--- src/shared/fcb_map.svh ---
// Constants for the flag conditional relative branch decoder.
`ifndef FCB_MAP_SVH
`define FCB_MAP_SVH

// ****************************************************************
// Widths
// ****************************************************************
`define FCB_PC_W      21
`define FCB_WORD_W    16
`define FCB_DISP_W    8
`define FCB_OPC_MSB   15
`define FCB_OPC_LSB   8
`define FCB_DISP_MSB  7

// ****************************************************************
// Opcode upper bytes
// ****************************************************************
`define FCB_OPC_BZC   8'he1
`define FCB_OPC_BCC   8'he3
`define FCB_OPC_BOC   8'he5
`define FCB_OPC_BNS   8'he6
`define FCB_OPC_BNGC  8'he7

// ****************************************************************
// Reset values and limits
// ****************************************************************
`define FCB_PC_RST    21'h000000
`define FCB_DISP_RST  8'h00
`define FCB_SPAN_MIN  (-256)
`define FCB_SPAN_MAX  254

`endif

--- src/shared/fcb_pkg.sv ---
// Types shared by the flag conditional relative branch decoder.
`include "fcb_map.svh"

package fcb_pkg;

  // ****************************************************************
  // Enumerations
  // ****************************************************************
  typedef enum logic [1:0] {ph_q1, ph_q2, ph_q3, ph_q4} fcb_phase_e;

  typedef enum logic {st_exec, st_squash} fcb_state_e;

  typedef enum logic [2:0] {
    op_none,
    op_neg_set,
    op_carry_clr,
    op_neg_clr,
    op_ovf_clr,
    op_zero_clr
  } fcb_op_e;

  // ****************************************************************
  // Carriers
  // ****************************************************************
  typedef struct packed {
    logic neg;
    logic ovf;
    logic zero;
    logic carry;
  } fcb_flags_s;

  typedef struct packed {
    logic pc_we;
    logic squash;
    logic done;
    logic taken;
  } fcb_ctl_s;

endpackage

--- src/core/fcb_branch_decoder.sv ---
// Flag conditional relative branch decoder with its taken and fall-through timing.
//
// Notes on behaviour
// RULE_01 - The displacement is an 8-bit two's complement value from -128 to 127.
// RULE_02 - On a taken branch the signed displacement is doubled and added to the counter.
// RULE_03 - The target is the branch address plus 2 plus twice the displacement.
// RULE_04 - A branch is one word, one instruction cycle if not taken and two if taken.
// RULE_05 - A failed condition leaves the counter at the word right after the branch.
// RULE_06 - Branch on carry clear jumps only when the carry flag is 0.
// RULE_07 - Branch on carry clear is recognised by upper byte 1110 0011.
// RULE_08 - Branch on negative clear jumps only when the negative flag is 0.
// RULE_09 - Branch on negative clear is recognised by upper byte 1110 0111.
// RULE_10 - Branch on negative set, upper byte 1110 0110, jumps only when negative is 1.
// RULE_11 - Overflow clear is 1110 0101, zero clear is 1110 0001, and no flag is altered.
// RULE_12 - A taken branch writes the counter in Q4 and then runs one all-idle cycle.
`timescale 1ns/1ps
`include "fcb_map.svh"

module fcb_branch_decoder (
  input  wire logic                   sys_clk,
  input  wire logic                   reset_n,
  input  wire logic [`FCB_WORD_W-1:0] instr_word,
  input  wire logic                   instr_valid,
  input  wire logic [`FCB_PC_W-1:0]   pc_inc,
  input  wire fcb_pkg::fcb_flags_s    flags_in,
  output fcb_pkg::fcb_phase_e         q_phase,
  output fcb_pkg::fcb_ctl_s           ctl_r,
  output logic [`FCB_PC_W-1:0]        pc_next_r
);

  // ****************************************************************
  // Functions
  // ****************************************************************
  function automatic fcb_pkg::fcb_op_e op_decode(input logic [`FCB_DISP_W-1:0] opc);
    fcb_pkg::fcb_op_e op;
    op = fcb_pkg::op_none;
    if (opc == `FCB_OPC_BCC) begin
      op = fcb_pkg::op_carry_clr; // RULE_07
    end else if (opc == `FCB_OPC_BNGC) begin
      op = fcb_pkg::op_neg_clr; // RULE_09
    end else if (opc == `FCB_OPC_BNS) begin
      op = fcb_pkg::op_neg_set; // RULE_10
    end else if (opc == `FCB_OPC_BOC) begin
      op = fcb_pkg::op_ovf_clr; // RULE_11
    end else if (opc == `FCB_OPC_BZC) begin
      op = fcb_pkg::op_zero_clr; // RULE_11
    end
    return op;
  endfunction

  function automatic logic cond_eval(input fcb_pkg::fcb_op_e op,
                                     input fcb_pkg::fcb_flags_s fl);
    logic ok;
    ok = 1'b0;
    case (op)
      fcb_pkg::op_carry_clr: ok = !fl.carry; // RULE_06
      fcb_pkg::op_neg_clr:   ok = !fl.neg; // RULE_08
      fcb_pkg::op_neg_set:   ok = fl.neg; // RULE_10
      fcb_pkg::op_ovf_clr:   ok = !fl.ovf; // RULE_11
      fcb_pkg::op_zero_clr:  ok = !fl.zero; // RULE_11
      default:               ok = 1'b0;
    endcase
    return ok;
  endfunction

  // Sign extends the 8-bit literal and doubles it, so every target stays word aligned.
  function automatic logic [`FCB_PC_W-1:0] disp_x2(input logic [`FCB_DISP_W-1:0] d);
    return {{(`FCB_PC_W-`FCB_DISP_W-1){d[`FCB_DISP_MSB]}}, d, 1'b0}; // RULE_01 RULE_02
  endfunction

  // ****************************************************************
  // State
  // ****************************************************************
  fcb_pkg::fcb_state_e      state_r;
  fcb_pkg::fcb_state_e      state_nxt;
  fcb_pkg::fcb_op_e         op_r;
  fcb_pkg::fcb_op_e         op_nxt;
  logic [`FCB_DISP_W-1:0]   disp_r;
  logic [`FCB_PC_W-1:0]     pc_base_r;
  logic [`FCB_PC_W-1:0]     target_r;
  logic [`FCB_PC_W-1:0]     target_sum;
  logic [`FCB_PC_W-1:0]     pc_next_nxt;
  fcb_pkg::fcb_ctl_s        ctl_nxt;
  logic                     exec_q;
  logic                     capture;
  logic                     calc;
  logic                     decide;
  logic                     cond_ok;
  logic                     take;
  logic                     last_q4;

  fcb_qphase u_qphase (
    .sys_clk (sys_clk),
    .reset_n (reset_n),
    .phase_r (q_phase)
  );

  // ****************************************************************
  // Decode and selection
  // ****************************************************************
  // The fetched word is ignored during the idle cycle, which discards the prefetch.
  assign exec_q      = (state_r == fcb_pkg::st_exec); // RULE_12
  assign capture     = exec_q && (q_phase == fcb_pkg::ph_q1);
  assign calc        = exec_q && (q_phase == fcb_pkg::ph_q2);
  assign decide      = exec_q && (q_phase == fcb_pkg::ph_q3) && (op_r != fcb_pkg::op_none);
  assign op_nxt      = instr_valid ?
                       op_decode(instr_word[`FCB_OPC_MSB:`FCB_OPC_LSB]) : fcb_pkg::op_none;
  assign target_sum  = pc_base_r + disp_x2(disp_r); // RULE_02 RULE_03
  assign cond_ok     = cond_eval(op_r, flags_in);
  assign take        = decide && cond_ok;
  assign last_q4     = !exec_q && (q_phase == fcb_pkg::ph_q4);
  assign pc_next_nxt = decide ? (cond_ok ? target_r : pc_base_r) : pc_next_r; // RULE_05
  assign state_nxt   = (exec_q && (q_phase == fcb_pkg::ph_q4) && ctl_r.taken) ?
                       fcb_pkg::st_squash :
                       (last_q4 ? fcb_pkg::st_exec : state_r); // RULE_04
  assign ctl_nxt     = '{pc_we:  take, // RULE_12
                         squash: (state_nxt == fcb_pkg::st_squash), // RULE_12
                         done:   (decide && !cond_ok) ||
                                 (!exec_q && (q_phase == fcb_pkg::ph_q3)), // RULE_04
                         taken:  take || (ctl_r.taken && !last_q4)};

  // ****************************************************************
  // Registers
  // ****************************************************************
  always_ff @(posedge sys_clk or negedge reset_n) begin
    if (!reset_n) begin
      op_r      <= fcb_pkg::op_none;
      disp_r    <= `FCB_DISP_RST;
      pc_base_r <= `FCB_PC_RST;
    end else if (capture) begin
      op_r      <= op_nxt;
      disp_r    <= instr_word[`FCB_DISP_W-1:0];
      pc_base_r <= pc_inc;
    end
  end

  always_ff @(posedge sys_clk or negedge reset_n) begin
    if (!reset_n) begin
      target_r <= `FCB_PC_RST;
    end else if (calc) begin
      target_r <= target_sum;
    end
  end

  // Flags are only read, never written, so the arithmetic datapath keeps ownership of them.
  always_ff @(posedge sys_clk or negedge reset_n) begin
    if (!reset_n) begin
      state_r   <= fcb_pkg::st_exec;
      ctl_r     <= '0;
      pc_next_r <= `FCB_PC_RST;
    end else begin
      state_r   <= state_nxt;
      ctl_r     <= ctl_nxt;
      pc_next_r <= pc_next_nxt;
    end
  end

  // ****************************************************************
  // Assertions
  // ****************************************************************
  logic [`FCB_PC_W-1:0] jump_delta;
  assign jump_delta = pc_next_r - pc_base_r;

  a_disp_span: assert property ( // RULE_01
    @(posedge sys_clk) disable iff (!reset_n)
    ctl_r.pc_we |-> (!jump_delta[0] && ($signed(jump_delta) >= `FCB_SPAN_MIN) &&
                     ($signed(jump_delta) <= `FCB_SPAN_MAX)))
    else $error("Branch span outside the doubled displacement range.");

  a_target_calc: assert property ( // RULE_02 RULE_03
    @(posedge sys_clk) disable iff (!reset_n)
    ctl_r.pc_we |-> ($signed(jump_delta) == (2 * $signed(disp_r))))
    else $error("Taken target is not counter plus twice the displacement.");

  a_cycle_count: assert property ( // RULE_04
    @(posedge sys_clk) disable iff (!reset_n)
    ctl_r.pc_we |-> ##4 (ctl_r.done && ctl_r.taken))
    else $error("Taken branch did not finish after its second cycle.");

  a_single_cycle: assert property ( // RULE_04
    @(posedge sys_clk) disable iff (!reset_n)
    (decide && !cond_ok) |=> (ctl_r.done && !ctl_r.pc_we) ##1 !ctl_r.squash)
    else $error("Untaken branch did not finish in one cycle.");

  a_fall_through: assert property ( // RULE_05
    @(posedge sys_clk) disable iff (!reset_n)
    (ctl_r.done && !ctl_r.taken) |-> (pc_next_r == pc_base_r))
    else $error("Untaken branch did not continue at the next word.");

  a_carry_clear: assert property ( // RULE_06
    @(posedge sys_clk) disable iff (!reset_n)
    (decide && (op_r == fcb_pkg::op_carry_clr)) |=> (ctl_r.pc_we == !$past(flags_in.carry)))
    else $error("Carry clear branch taken against the carry flag.");

  a_decode_carry: assert property ( // RULE_07
    @(posedge sys_clk) disable iff (!reset_n)
    (capture && instr_valid && (instr_word[`FCB_OPC_MSB:`FCB_OPC_LSB] == `FCB_OPC_BCC))
    |=> (op_r == fcb_pkg::op_carry_clr))
    else $error("Carry clear opcode not recognised.");

  a_neg_clear: assert property ( // RULE_08
    @(posedge sys_clk) disable iff (!reset_n)
    (decide && (op_r == fcb_pkg::op_neg_clr)) |=> (ctl_r.pc_we == !$past(flags_in.neg)))
    else $error("Negative clear branch taken against the negative flag.");

  a_decode_neg: assert property ( // RULE_09
    @(posedge sys_clk) disable iff (!reset_n)
    (capture && instr_valid && (instr_word[`FCB_OPC_MSB:`FCB_OPC_LSB] == `FCB_OPC_BNGC))
    |=> (op_r == fcb_pkg::op_neg_clr))
    else $error("Negative clear opcode not recognised.");

  a_neg_set: assert property ( // RULE_10
    @(posedge sys_clk) disable iff (!reset_n)
    (decide && (op_r == fcb_pkg::op_neg_set)) |=> (ctl_r.pc_we == $past(flags_in.neg)))
    else $error("Negative set branch taken against the negative flag.");

  a_ovf_zero: assert property ( // RULE_11
    @(posedge sys_clk) disable iff (!reset_n)
    (decide && ((op_r == fcb_pkg::op_ovf_clr) || (op_r == fcb_pkg::op_zero_clr)))
    |=> (ctl_r.pc_we == ($past(op_r) == fcb_pkg::op_ovf_clr ?
                         !$past(flags_in.ovf) : !$past(flags_in.zero))))
    else $error("Overflow or zero clear branch taken against its flag.");

  a_idle_cycle: assert property ( // RULE_12
    @(posedge sys_clk) disable iff (!reset_n)
    ctl_r.pc_we |-> (q_phase == fcb_pkg::ph_q4) ##1 (ctl_r.squash && !ctl_r.pc_we)[*4]
                    ##1 !ctl_r.squash)
    else $error("Taken branch idle cycle misplaced.");

endmodule // fcb_branch_decoder

--- src/core/fcb_qphase.sv ---
// Four phase sequencer that splits each instruction cycle into Q1 to Q4.
`timescale 1ns/1ps

module fcb_qphase (
  input  wire logic          sys_clk,
  input  wire logic          reset_n,
  output fcb_pkg::fcb_phase_e phase_r
);

  fcb_pkg::fcb_phase_e phase_nxt;

  always_comb begin
    case (phase_r)
      fcb_pkg::ph_q1: phase_nxt = fcb_pkg::ph_q2;
      fcb_pkg::ph_q2: phase_nxt = fcb_pkg::ph_q3;
      fcb_pkg::ph_q3: phase_nxt = fcb_pkg::ph_q4;
      default:        phase_nxt = fcb_pkg::ph_q1;
    endcase
  end

  always_ff @(posedge sys_clk or negedge reset_n) begin
    if (!reset_n) begin
      phase_r <= fcb_pkg::ph_q1;
    end else begin
      phase_r <= phase_nxt;
    end
  end

endmodule // fcb_qphase

--- config.mk ---
export PLATFORM = sky130hd
export DESIGN_NAME = fcb_branch_decoder
export DESIGN_NICKNAME = d
export VERILOG_FILES = /design/src/shared/fcb_pkg.sv /design/src/core/fcb_branch_decoder.sv /design/src/core/fcb_qphase.sv
export VERILOG_INCLUDE_DIRS = /design/src /design/src/shared
export SDC_FILE = /design/constraint.sdc
export NUM_CORES = 1
export LEC_CHECK = 0
export BUFFER_PORTS_ARGS = -buffer_cell sky130_fd_sc_hd__buf_2
export CORE_MARGIN = 5
export CORE_UTILIZATION = 40
export CTS_BUF_LIST = sky130_fd_sc_hd__clkbuf_16
export DETAILED_ROUTE_END_ITERATION = 16
export GPL_TIMING_DRIVEN = 0
export PLACE_DENSITY = 0.63
export SYNTH_ARGS = -nofsm -noshare
export SYNTH_HDL_FRONTEND = slang
export SYNTH_SLANG_ARGS = --single-unit
--- constraint.sdc ---
create_clock -name sys_clk -period 3.1 [get_ports sys_clk]
set_input_delay 0.155 -clock sys_clk [delete_from_list [all_inputs] [get_ports sys_clk]]
set_output_delay 0.155 -clock sys_clk [all_outputs]
set_load 0.05 [all_outputs]
# Yosys cells after proc, flatten, opt, wreduce, memory -nomap -nowiden
# Cells that the tools add are included.
# W data, S select, Z words.
dict set report totals {
  in_bits 44
  out_inout_bits 27
  register_bits 80
  elab_cells 58
}
dict set report classes {
  mux 11
  bitwise 1
  n_reduce_logical 22
  n_addsub 1
  n_eq_ne 13
}
# op n
set op_table {}
lappend op_table {{$eq A8 B8 Y1 const B} 5}
lappend op_table {{$add A21 B21 Y21} 1}
lappend op_table {{$mux W21} 1}
lappend op_table {{$mux W3} 6}
lappend op_table {{$logic_and A1 B1 Y1} 11}
lappend op_table {{$eq A3 B2 Y1 const B} 2}
lappend op_table {{$eq A3 B3 Y1 const B} 2}
lappend op_table {{$logic_not A1 Y1} 6}
lappend op_table {{$pmux W2 S3} 1}
lappend op_table {{$pmux W1 S5} 1}
lappend op_table {{$eq A2 B2 Y1 const B} 2}
lappend op_table {{$eq A3 B1 Y1 const B} 1}
lappend op_table {{$reduce_bool A3 Y1} 1}
lappend op_table {{$eq A2 B1 Y1 const B} 1}
lappend op_table {{$logic_not A2 Y1} 1}
lappend op_table {{$logic_or A1 B1 Y1} 2}
lappend op_table {{$mux W1} 2}
lappend op_table {{$reduce_bool A2 Y1} 1}
lappend op_table {{$not A1 Y1} 1}

# Longest topological paths before layout
# Gate-level depths: netlist (run 1).
dict set report depth {
  word_depth 7
  depth_mapped 9
  depth_no_buf 9
}

# Hierarchy
# A second synthesis (run 1) with hierarchy kept.
dict set report unflattened {
  hier_cells 486
  hier_area_um2 4431.8
}
# module area_each_um2 seq_area_each_um2 n_inst cells_per_inst
set by_module_without_submodules {}
lappend by_module_without_submodules {fcb_branch_decoder 4326.6 1951.9 1 478}
lappend by_module_without_submodules {fcb_qphase 105.1 50.0 1 8}

# Worst setup path before layout (run 1)
# No wires, ideal clock.
dict set report synth_path {
  path_kind {register to register}
  start {register disp_r[7]}
  end {register target_r[18]}
  setup_time_ps 132
  period_less_slack_ps 2198
  t_required_ps 2968
  n_path_buf 0
  path_slack_ps 902
  arrival_time_ps 2066
  path_stages_with_launch 9
  path_cell_list {dfrtp_1 > ha_1 > a21o_1 > a211oi_1 > o21bai_1 > a21o_1 > a221oi_2 > xor2_1 > o21ai_1}
}
dict set report synth_via {
  elab_chain_cells 1
}
# item line_no
set synth_rtl {}
lappend synth_rtl {{start: declaration} fcb_branch_decoder.sv:78} ;# logic [`FCB_DISP_W-1:0] disp_r;
lappend synth_rtl {{start signal: assignment} fcb_branch_decoder.sv:128} ;# disp_r <= `FCB_DISP_RST;
lappend synth_rtl {{start signal: assignment} fcb_branch_decoder.sv:132} ;# disp_r <= instr_word[`FCB_DISP_W-1:0];
lappend synth_rtl {{$add A21 B21 Y21} fcb_branch_decoder.sv:108} ;# assign target_sum = pc_base_r + disp_x2(disp_r);
lappend synth_rtl {{end signal: assignment} fcb_branch_decoder.sv:139} ;# target_r <= `FCB_PC_RST;
lappend synth_rtl {{end signal: assignment} fcb_branch_decoder.sv:141} ;# target_r <= target_sum;
lappend synth_rtl {{end: declaration} fcb_branch_decoder.sv:80} ;# logic [`FCB_PC_W-1:0] target_r;
# Every way passes these cells.
# A chain may end at the register's enable or synchronous reset.

# Worst setup path after layout (run 1)
# Ends and elaborated chain as after synthesis.

==> run metrics, run 1 <==
die width=113 um; Layout fillers=988; Clock Tree Root=clkbuf_16; final instance area=5150 um^2; Ys Warns=0; Worst-Skew Late Latency=0.34 ns; Nets=625; core box area=10300 um^2; Vias=3505; total global-route track usage=16.5%; register area share after synthesis=47.2%; worst slew pin tran=0.635 ns; global-route wire length before repair=16900 um; CP Class=flip-flop to flip-flop; I/O pins=71; die area=12800 um^2; leakage=2.53 nW; CP endpoint kind=flip-flop; status=finished clean; power per cell area=532 nW/um^2; vias per inst=5.02; Final ANT Viol Nets=0; crit start category=flip-flop; Slew Limit Fails=0; Fin. Hold Viols=0; Sequential Area=2000 um^2; Site Rows=37; setup skew after layout=0.00768 ns; DRC viols=0; VDD IR max=0.235 mV; placed inst area=4780 um^2; RR Startpoint=disp_r[7]$_DFFE_PN0P_; post-cts resize count=0; Final TNS setup=0 ns; CTS buffer count=9; Routability Congestion=0.840; Main synth FF type=dfrtp_1; Syn Area/Cell=9.04 um^2; drt pass-1 iters=4; Layout area overhead=21.6%; hold_sp=pc_inc[12]; DP HPWL=7470 um; clock period minus worst slack=2.63 ns; Final period util=84.8%; ys async rst share=100%; Hold Buf Count CTS=6; FF-to-FF End=target_r[18]$_DFFE_PN0P_; Crit Path Max Fanout=14; Mapped Area=4240 um^2; final wirelength=9970 um; max-cap violation count=0; Fmax=380 MHz; CTS tree=built; largest net degree at the start of global routing=43; Post-CTS Setup Inserts=0; Initial Util=41.1%; DR iter-0 viols=205; Worst Hold Path EP=pc_base_r[12]$_DFFE_PN0P_; Synth cell types=48; Setup Viol. Count Final=0; required time worst endpoint=3.30 ns; WL per Instance=14.3 um; Yosys reg bits=80; Buffers on Ports=70; R2R depth=8; syn_nets=537; Die Ht=113 um; layout cell share with drive strength beyond 1=18.3%; CTS sink count=80; Reg clk slew, reported paths=0.06 ns; Post-synth EDFFs=0; area of the multi-input gates=2110 um^2; Hold Path Depth=3; worst-case clock buffer depth=2; H-tree levels=3; synthesized instance count=469; Ant. Diodes=0; WP data arrival=2.83 ns; worst reg2reg setup slack=0.47 ns; total grt overflow=0; Hold WC Path Type=input pin to flip-flop; antenna violations before repair=0; RSZ-0062 raised after global routing=false; max-slew headroom at the worst pin=57.7%; vias in the first global route=3598
registers in the layout, indices dropped and copies added (netlist names):
| register | flops |
|---|---|
| target_r | 21 |
| state_r | 1 |
| ctl_r | 3 |
| pc_base_r | 21 |
| disp_r | 8 |
| pc_next_r | 21 |
| u_qphase.phase_r | 2 |
| op_r | 3 |
worst max-delay path by stage:
stage | startpoint | cells after the start | slack (ns) | end
after global routing | disp_r[7]$_DFFE_PN0P_ | 8 | 0.32 | target_r[18]$_DFFE_PN0P_
after detailed placement | disp_r[7]$_DFFE_PN0P_ | 8 | 0.54 | target_r[18]$_DFFE_PN0P_
after CTS | disp_r[7]$_DFFE_PN0P_ | 8 | 0.49 | target_r[18]$_DFFE_PN0P_
final | disp_r[7]$_DFFE_PN0P_ | 8 | 0.47 | target_r[18]$_DFFE_PN0P_
after floorplan | disp_r[7]$_DFFE_PN0P_ | 8 | 0.90 | target_r[18]$_DFFE_PN0P_
after global placement | disp_r[7]$_DFFE_PN0P_ | 8 | 0.54 | target_r[18]$_DFFE_PN0P_
per-layer routing:
layer  wire length (um)  global-route usage (%)  share of wire (%)  up-vias
met4                170                    6.25                1.7        0
met5                  0                       0                  0        -
met1               4510                    20.4                 45     1649
met3                382                    3.26                3.8       14
li1                   -                       -                  -     1780
met2               4910                    28.4                 49       62
cell usage in the layout (no fill, tap or decap), drive strengths merged, types with 2 or more instances in the layout:
cell	Yosys	final
nand4	2	2
mux2i	21	21
nand2b	3	3
dlygate4sd3	0	6
xnor2	6	6
nand2	128	128
o31ai	2	2
ha	23	23
nor2b	8	8
a311oi	2	2
xor2	10	10
clkbuf	16	25
inv	10	11
clkinv	0	4
a21oi	39	39
nand4b	2	2
bufinv	0	2
o21ai	33	33
and3	2	2
nor3b	2	2
a21o	6	6
dfrtp	80	80
o211ai	3	3
buf	4	75
nand3	10	10
nor3	3	3
nor2	37	37
cells by family (layout without fill, tap and decap cells):
kind of cell	count (synthesis)	in the layout	share of synthesized area [%]
and+or+nand+nor	203	203	20.4
buffers and inverters	30	123	2.89
xor gates and xnor gates	16	16	3.31
DFF	80	80	47.2
AOI/OAI and AO/OA	94	94	13.7
adders and majority gates	24	24	7.26
muxes	22	22	5.22
worst max-delay path, stage by stage (launching register included):
cell and delay, ns:
dfrtp_1 0.75, ha_1 0.41, a21o_1 0.27, a211oi_1 0.26, o21bai_1 0.10, a21o_1 0.19
a221oi_2 0.26, xor2_1 0.19, o21ai_1 0.08
Yosys cell counts, drive strengths merged (2+ instances only):
master  instances  share of area, %
nand2         128                11
dfrtp          80                47
a21oi          39               5.0
nor2           37               3.3
o21ai          33               4.1
ha             23               6.8
mux2i          21               5.0
clkbuf         16               1.4
inv            10              0.89
nand3          10               1.3
xor2           10               2.1
nor2b           8               1.2
a21o            6               1.1
xnor2           6               1.2
buf             4              0.59
nand2b          3              0.50
nor3            3              0.35
o211ai          3              0.53
a311oi          2              0.56
and3            2              0.30
nand4           2              0.30
nand4b          2              0.41
nor3b           2              0.35
o31ai           2              0.35
cell type report:
type                            instances  area share (%)
Clock inverter                          7            1.70
Buffer                                 20            1.65
Sequential cell                        80            38.8
Timing Repair Buffer                   77            8.40
Tap cell                              136            3.30
Inverter                               10           0.728
Multi-Input combinational cell        359            41.0
Clock buffer                            9            4.37
metrics by stage:
step / hold slack (ns) / utilization [%] / total power, mW / cells / setup WS (ns)
floorplan: -0.141 / - / 1.51 / 469 / 0.902
global placement: 0.345 / 46.1 / 1.63 / 675 / 0.536
detailed placement: 0.162 / 46.3 / 1.64 / 676 / 0.543
CTS: 0.000492 / 49.9 / 2.77 / 698 / 0.494
global route: 0.00444 / 49.9 / 2.87 / 698 / 0.324
finish: 0.00154 / 49.9 / 2.74 / 698 / 0.470
power by group:
part           leakage [nW]  switching, mW  internal [mW]  total (mW)
combinational          1.47          0.261          0.169       0.430
clock                 0.160          0.416          0.699        1.11
sequential            0.898         0.0600           1.14        1.20
total                  2.53          0.737           2.01        2.74
(Power assumes the default switching activity.)
==> run 2, diff against run 1 <==
--- a/config.mk
+++ b/config.mk
@@ -12,7 +12,7 @@
 export CTS_BUF_LIST = sky130_fd_sc_hd__clkbuf_16
 export DETAILED_ROUTE_END_ITERATION = 16
 export GPL_TIMING_DRIVEN = 0
-export PLACE_DENSITY = 0.63
+export PLACE_DENSITY = 0.65
 export SYNTH_ARGS = -nofsm -noshare
 export SYNTH_HDL_FRONTEND = slang
 export SYNTH_SLANG_ARGS = --single-unit
==> constraint.sdc (replaced) <==
create_clock -name sys_clk -period 2.3 [get_ports sys_clk]
set_input_delay 0.115 -clock sys_clk [delete_from_list [all_inputs] [get_ports sys_clk]]
set_output_delay 0.115 -clock sys_clk [all_outputs]
set_load 0.05 [all_outputs]
==> run metrics, run 2 (synthesis results as in run 1) <==
global-route wire length before repair=17000 um (was 16900 um); layout cell share with drive strength beyond 1=20.8% (was 18.3%); VDD IR max=0.335 mV (was 0.235 mV); Worst-Skew Late Latency=0.34 ns (about the same); total grt overflow=0 (unchanged); Net Sw Frac=28.6% (was 26.9%); GR Layer Usage met3=3.58% (was 3.26%); power per cell area=644 nW/um^2 (was 532 nW/um^2); max-cap violation count=0 (unchanged); Layout Utilization=53.5% (was 49.9%); Die Ht=113 um (unchanged); RSZ-0062 raised after global routing=true (was false); grt peak-use layer=met2 (unchanged); Ant. Diodes=0 (unchanged); Min Hold Slack=0.0549 ns (was 0.00154 ns); DR iter-0 viols=140 (was 205); clock period minus worst slack=2.30 ns (was 2.63 ns); Setup Viol. Count Final=1 (was 0); CTS sink count=80 (unchanged); antenna violations before repair=0 (unchanged); vias in the first global route=3635 (was 3598); Clock Tree Root=clkbuf_16 (unchanged); I/O pins=71 (unchanged); Final period util=100% (was 84.8%); violated checks=negative setup slack; drt pass-1 iters=4 (unchanged); worst slew pin tran=0.558 ns (was 0.635 ns); leakage=2.64 nW (was 2.53 nW); Site Rows=37 (unchanged); H-tree levels=3 (unchanged); Routability Congestion=0.857 (was 0.840); net switching power of the design=1.02 mW (was 737 uW); Fin. Hold Viols=0 (unchanged); Reg clk slew, reported paths=0.06 ns (about the same); Int Power=2.54 mW (was 2.01 mW); worst-case clock buffer depth=2 (unchanged); Clk network pwr share=36.0% (was 40.6%); Vias=3596 (was 3505); total global-route track usage=16.4% (was 16.5%); die width=113 um (unchanged); Layout fillers=958 (was 988); sequential power share=45.4% (was 43.7%); Buffers on Ports=70 (unchanged); CP endpoint kind=flip-flop (unchanged); met2 GRT Util=27.8% (was 28.4%); DP HPWL=7370 um (was 7470 um); setup skew after layout=0.00603 ns (was 0.00768 ns); final wirelength=10300 um (was 9970 um); biggest regs=pc_base_r: 21 flops, pc_next_r: 21 flops, target_r: 21 flops (unchanged); die area=12800 um^2 (unchanged); Initial Util=41.1% (unchanged); Fmax=435 MHz (was 380 MHz); Final Total Pwr=3.56 mW (was 2.74 mW); setup ws final=-0.000894 ns (was 0.470 ns); required time worst endpoint=2.54 ns (was 3.30 ns); Logic pwr share=18.6% (was 15.7%); status=complete, but fails checks (was finished clean); CP Class=flip-flop to flip-flop (unchanged); Crit Path Max Fanout=8 (was 14); CTS tree=built (unchanged); Layout area overhead=30.2% (was 21.6%); met1 Use GR=20.9% (was 20.4%); vias per inst=4.94 (was 5.02); largest net degree at the start of global routing=46 (was 43); most common cell after layout, fill and taps aside=nand2_1 (unchanged); WP data arrival=2.54 ns (was 2.83 ns); Nets=655 (was 625); CTS buffer count=9 (unchanged); crit start category=flip-flop (unchanged); DRC viols=0 (unchanged); most frequent cells in the layout=128 x nand2_1, 79 x dfrtp_1, 70 x buf_2 (was 128 x nand2_1, 80 x dfrtp_1, 71 x buf_2); core box area=10300 um^2 (unchanged); WL per Instance=14.2 um (was 14.3 um); max-slew headroom at the worst pin=62.8% (was 57.7%); Hold WC Path Type=input pin to flip-flop (unchanged); Final ANT Viol Nets=0 (unchanged); Slew Limit Fails=0 (unchanged)
run 2: changes by cell type in the layout (fill, tap and decap cells not counted), moves of 2 or more:
| cell | before | now |
|---|---|---|
| ha_2 | 0 | 3 |
| bufinv_16 | 2 | 0 |
| ha_4 | 0 | 2 |
| nor3_2 | 0 | 2 |
| nor3_1 | 3 | 1 |
| ha_1 | 23 | 18 |
| clkinvlp_4 | 0 | 2 |
| buf_4 | 3 | 8 |
| dlygate4sd3_1 | 6 | 31 |
run 2: worst max-delay path: stages, from the launching register on:
cell      delay (ns)
dfrtp_2         0.50
ha_1            0.32
clkbuf_4        0.17
nand3_2         0.14
o32ai_1         0.29
nand2b_4        0.23
o211ai_1        0.12
and3_1          0.21
o31ai_2         0.21
run 2: worst paths after layout:
kind	startpoint	end	slack (ns)	depth (start not counted)
min in group asynchronous	reset_n	pc_next_r[13]$_DFFE_PN0P_	0.28	2
hold / removal	instr_valid	op_r[0]$_DFFE_PN0P_	0.05	3
hold reg to reg	target_r[15]$_DFFE_PN0P_	target_r[15]$_DFFE_PN0P_	0.48	2
max in group asynchronous	reset_n	target_r[19]$_DFFE_PN0P_	1.43	3
setup reg to reg	disp_r[7]$_DFFE_PN0P_	target_r[20]$_DFFE_PN0P_	-0.0009	8
setup / recovery	disp_r[7]$_DFFE_PN0P_	target_r[20]$_DFFE_PN0P_	-0.0009	8
run 2: final cells by class:
cell class	count	area [um^2]	area share, %
clock inverter	7	41.3	0.748
clock buffer	9	225	4.08
multi-input combinational	359	2210	40.0
timing repair buffer	108	748	13.6
sequential	80	2000	36.3
inverter	10	37.5	0.680
tap	136	170	3.08
buffer	19	83.8	1.52
run 2: repair_timing:
item	4_1_cts	5_1_grt
hold buffers	31	0
endpoints found under the hold margin	65	0
setup buffers	3	3
gates resized for setup	6	16
endpoints found under the setup margin	8	8
pin swaps	4	8
run 2: per-stage QoR:
stage	area (um^2)	worst slack (ns)	std cells	TNS, ns
2_1_floorplan	4240	0.102	469	0
3_3_place_gp	4760	-0.260	675	-0.874
3_5_place_dp	4790	-0.302	676	-1.08
4_1_cts	5420	0.000342	726	0
5_1_grt	5520	-0.0715	728	-0.339
6_report	5520	-0.000894	728	-0.000894
run 2: power by group through the flow:
stage	registers, mW	clock network [mW]	logic [mW]
detailed placement	1.64	0	0.573
global route	1.63	1.37	0.732
finish	1.61	1.28	0.660
global placement	1.64	0	0.556
floorplan	1.71	0	0.325
CTS	1.61	1.30	0.632
run 2: per-layer routing:
metal  vias to the layer above  wire (um)
li1                       1825          -
met1                      1693       4710
met2                        66       5060
met3                        12        383
met4                         0        153
met5                         -          0
==> run 3, diff against run 2 <==
--- a/config.mk
+++ b/config.mk
@@ -15,4 +15,5 @@
 export PLACE_DENSITY = 0.65
 export SYNTH_ARGS = -nofsm -noshare
 export SYNTH_HDL_FRONTEND = slang
+export SYNTH_HIERARCHICAL = 1
 export SYNTH_SLANG_ARGS = --single-unit
==> run metrics, run 3 <==
H-tree levels=3 (unchanged); Main synth FF type=dfrtp_1 (unchanged); max-slew headroom at the worst pin=59.3% (was 62.8%); total global-route track usage=17.7% (was 16.4%); largest net degree at the start of global routing=49 (was 46); leading post-synthesis cells by instance count=137 x nand2_1, 80 x dfrtp_1, 42 x nor2_1 (was 128 x nand2_1, 80 x dfrtp_1, 37 x nor2_1); post-placement cell count=697 (was 676); CTS buffer count=9 (unchanged); vias per inst=5.07 (was 4.94); Synth cell types=55 (was 48); Site Rows=38 (was 37); Syn Area/Cell=9.12 um^2 (was 9.04 um^2); Clk network pwr share=36.7% (was 36.0%); Ys Warns=6 (was 0); WL per Instance=14.9 um (was 14.2 um); Layout area overhead=30.8% (was 30.2%); post-synth top area share=45.2% (was 47.2%); drt pass-1 iters=4 (unchanged); leakage=2.68 nW (was 2.64 nW); Final ANT Viol Nets=0 (unchanged); DRC viols=0 (unchanged); core box area=10800 um^2 (was 10300 um^2); clock period minus worst slack=2.27 ns (was 2.30 ns); synthesized instance count=486 (was 469); most common cell in the netlist=nand2_1 (unchanged); Nets=675 (was 655); status=finished clean (was complete, but fails checks); setup skew after layout=0.00761 ns (was 0.00603 ns); Mapped Area=4430 um^2 (was 4240 um^2); layout cell share with drive strength beyond 1=23.4% (was 20.8%); Initial Util=40.9% (was 41.1%); Vias=3809 (was 3596); Setup Viol. Count Final=0 (was 1); ys async rst share=100% (unchanged); Final TNS setup=0 ns (was -0.000894 ns); register area share after synthesis=45.2% (was 47.2%); CTS tree=built (unchanged); final instance area=5800 um^2 (was 5520 um^2); WP data arrival=2.52 ns (was 2.54 ns); sequential power share=43.1% (was 45.4%); dominant cells by area after synthesis=dfrtp_1 45%, nand2_1 12%, ha_1 6.2%, mux2i_1 5.2%, a21oi_1 4.1% (was dfrtp_1 47%, nand2_1 11%, ha_1 6.8%, mux2i_1 5.0%, a21oi_1 4.1%); Die Ht=115 um (was 113 um); worst-case clock buffer depth=2 (unchanged); Net Sw Frac=28.2% (was 28.6%); Crit Path Max Fanout=7 (was 8); Ant. Diodes=0 (unchanged); net switching power of the design=1.06 mW (was 1.02 mW); die width=115 um (was 113 um); max-cap violation count=0 (unchanged); Logic pwr share=20.1% (was 18.6%); RSZ-0062 raised after global routing=true (unchanged); power per cell area=645 nW/um^2 (was 644 nW/um^2); crit start category=flip-flop (unchanged); antenna violations before repair=0 (unchanged); global-route wire length before repair=18500 um (was 17000 um); Routability Congestion=0.898 (was 0.857); Worst-Skew Late Latency=0.34 ns (about the same); most common cell after layout, fill and taps aside=nand2_1 (unchanged); Post-synth EDFFs=0 (unchanged); Reg clk slew, reported paths=0.06 ns (about the same); required time worst endpoint=2.55 ns (was 2.54 ns); I/O pins=71 (unchanged); CTS sink count=80 (unchanged); Fin. Hold Viols=0 (unchanged); die area=13300 um^2 (was 12800 um^2); Fmax=441 MHz (was 435 MHz); VDD IR max=0.388 mV (was 0.335 mV); final wirelength=11200 um (was 10300 um); CP endpoint kind=flip-flop (unchanged); Clock Tree Root=clkbuf_16 (unchanged); Layout fillers=1005 (was 958); Hold WC Path Type=input pin to flip-flop (unchanged); DR iter-0 viols=159 (was 140); placed inst area=4990 um^2 (was 4790 um^2); worst slew pin tran=0.611 ns (was 0.558 ns); Final period util=98.6% (was 100%); vias in the first global route=3854 (was 3635); fin cells=752 (was 728); total grt overflow=0 (unchanged); top cell type by total area after synthesis=dfrtp_1 (unchanged); Yosys reg bits=80 (unchanged); biggest regs=pc_base_r: 21 flops, pc_next_r: 21 flops, target_r: 21 flops (unchanged); Slew Limit Fails=0 (unchanged); DP HPWL=7920 um (was 7370 um); Buffers on Ports=70 (unchanged); most frequent cells in the layout=135 x nand2_1, 79 x dfrtp_1, 69 x buf_2 (was 128 x nand2_1, 79 x dfrtp_1, 70 x buf_2); Final Total Pwr=3.74 mW (was 3.56 mW); Int Power=2.68 mW (was 2.54 mW); syn_nets=553 (was 537); Min Hold Slack=0.0585 ns (was 0.0549 ns); CP Class=flip-flop to flip-flop (unchanged)
run 3: cell types whose count changed in the layout (fill, tap and decap cells not counted), moves of 4 or more:
cell / previous run / this run
inv_1: 12 / 8
o21a_1: 0 / 6
nand3_1: 9 / 5
nor2b_1: 8 / 0
xor2_1: 10 / 5
nand2_1: 128 / 135
nor3_1: 1 / 5
ha_1: 18 / 13
o21ai_0: 25 / 18
run 3: final timing paths:
path                                    startpoint                            end  slack (ns)  cells past startpoint
hold reg to reg            target_r[5]$_DFFE_PN0P_        target_r[5]$_DFFE_PN0P_        0.48                      2
max in group asynchronous                  reset_n          disp_r[7]$_DFFE_PN0P_        1.44                      3
hold / removal                      instr_word[11]            op_r[0]$_DFFE_PN0P_        0.06                      3
setup reg to reg             disp_r[7]$_DFFE_PN0P_       target_r[18]$_DFFE_PN0P_        0.03                      8
setup / recovery             disp_r[7]$_DFFE_PN0P_       target_r[18]$_DFFE_PN0P_        0.03                      8
min in group asynchronous                  reset_n  u_qphase/phase_r[1]$_DFF_PN0_        0.26                      2
run 3: repair_timing:
action | 4_1_cts | 5_1_grt
pin swaps | 3 | 11
buffers inserted | 2 | 7
endpoints found under the hold margin | 62 | 0
setup endpoints to repair | 8 | 7
resized for setup | 4 | 33
hold buffers | 31 | 0
run 3: cell type report:
cell class | count | area (um^2) | share of cell area (%)
multi-input cells | 376 | 2440 | 42.1
flip-flops and latches | 80 | 2010 | 34.6
repair buffers | 111 | 766 | 13.2
clock buffers | 9 | 225 | 3.89
well taps | 140 | 175 | 3.02
plain buffers | 23 | 106 | 1.83
clock inverters | 6 | 52.6 | 0.907
inverters | 7 | 26.3 | 0.453
run 3: cell families after synthesis:
group	count (synthesis)	share of synthesized area (%)
muxes	24	5.45
and+or+nand+nor	209	20.3
buffers and inverters	30	2.96
adders and majority gates	23	6.66
AOI/OAI and AO/OA	109	17.3
xor gates and xnor gates	11	2.17
DFF	80	45.2
run 3: per-layer routing:
layer	vias up	wire, um	global-route usage (%)	part of all wire (%)
met4	0	206	7.36	1.8
met5	-	0	0	0
met1	1811	5070	22.6	45
met2	68	5450	29.5	49
met3	15	486	3.21	4.3
li1	1915	-	-	-
run 3: power by group through the flow:
stage          combinational (mW)  sequential, mW  clock [mW]
6_report                    0.752            1.61        1.37
5_1_grt                     0.826            1.63        1.46
4_1_cts                     0.690            1.61        1.40
3_5_place_dp                0.638            1.64           0
3_3_place_gp                0.619            1.63           0
2_1_floorplan               0.381            1.70           0
run 3: stage by stage:
stage	setup slack (ns)	utilization, %
2_1_floorplan	0.155	-
3_3_place_gp	-0.122	45.7
3_5_place_dp	-0.115	46.0
4_1_cts	0.00127	51.7
5_1_grt	-0.0567	53.5
6_report	0.0315	53.5
run 3: critical path, stage by stage (launching register included):
cell and delay, ns:
dfrtp_4 0.55, ha_4 0.26, buf_6 0.13, a211oi_4 0.21, nor2_2 0.08, o41ai_2 0.37
o21ai_1 0.15, o31a_1 0.26, o31ai_2 0.17
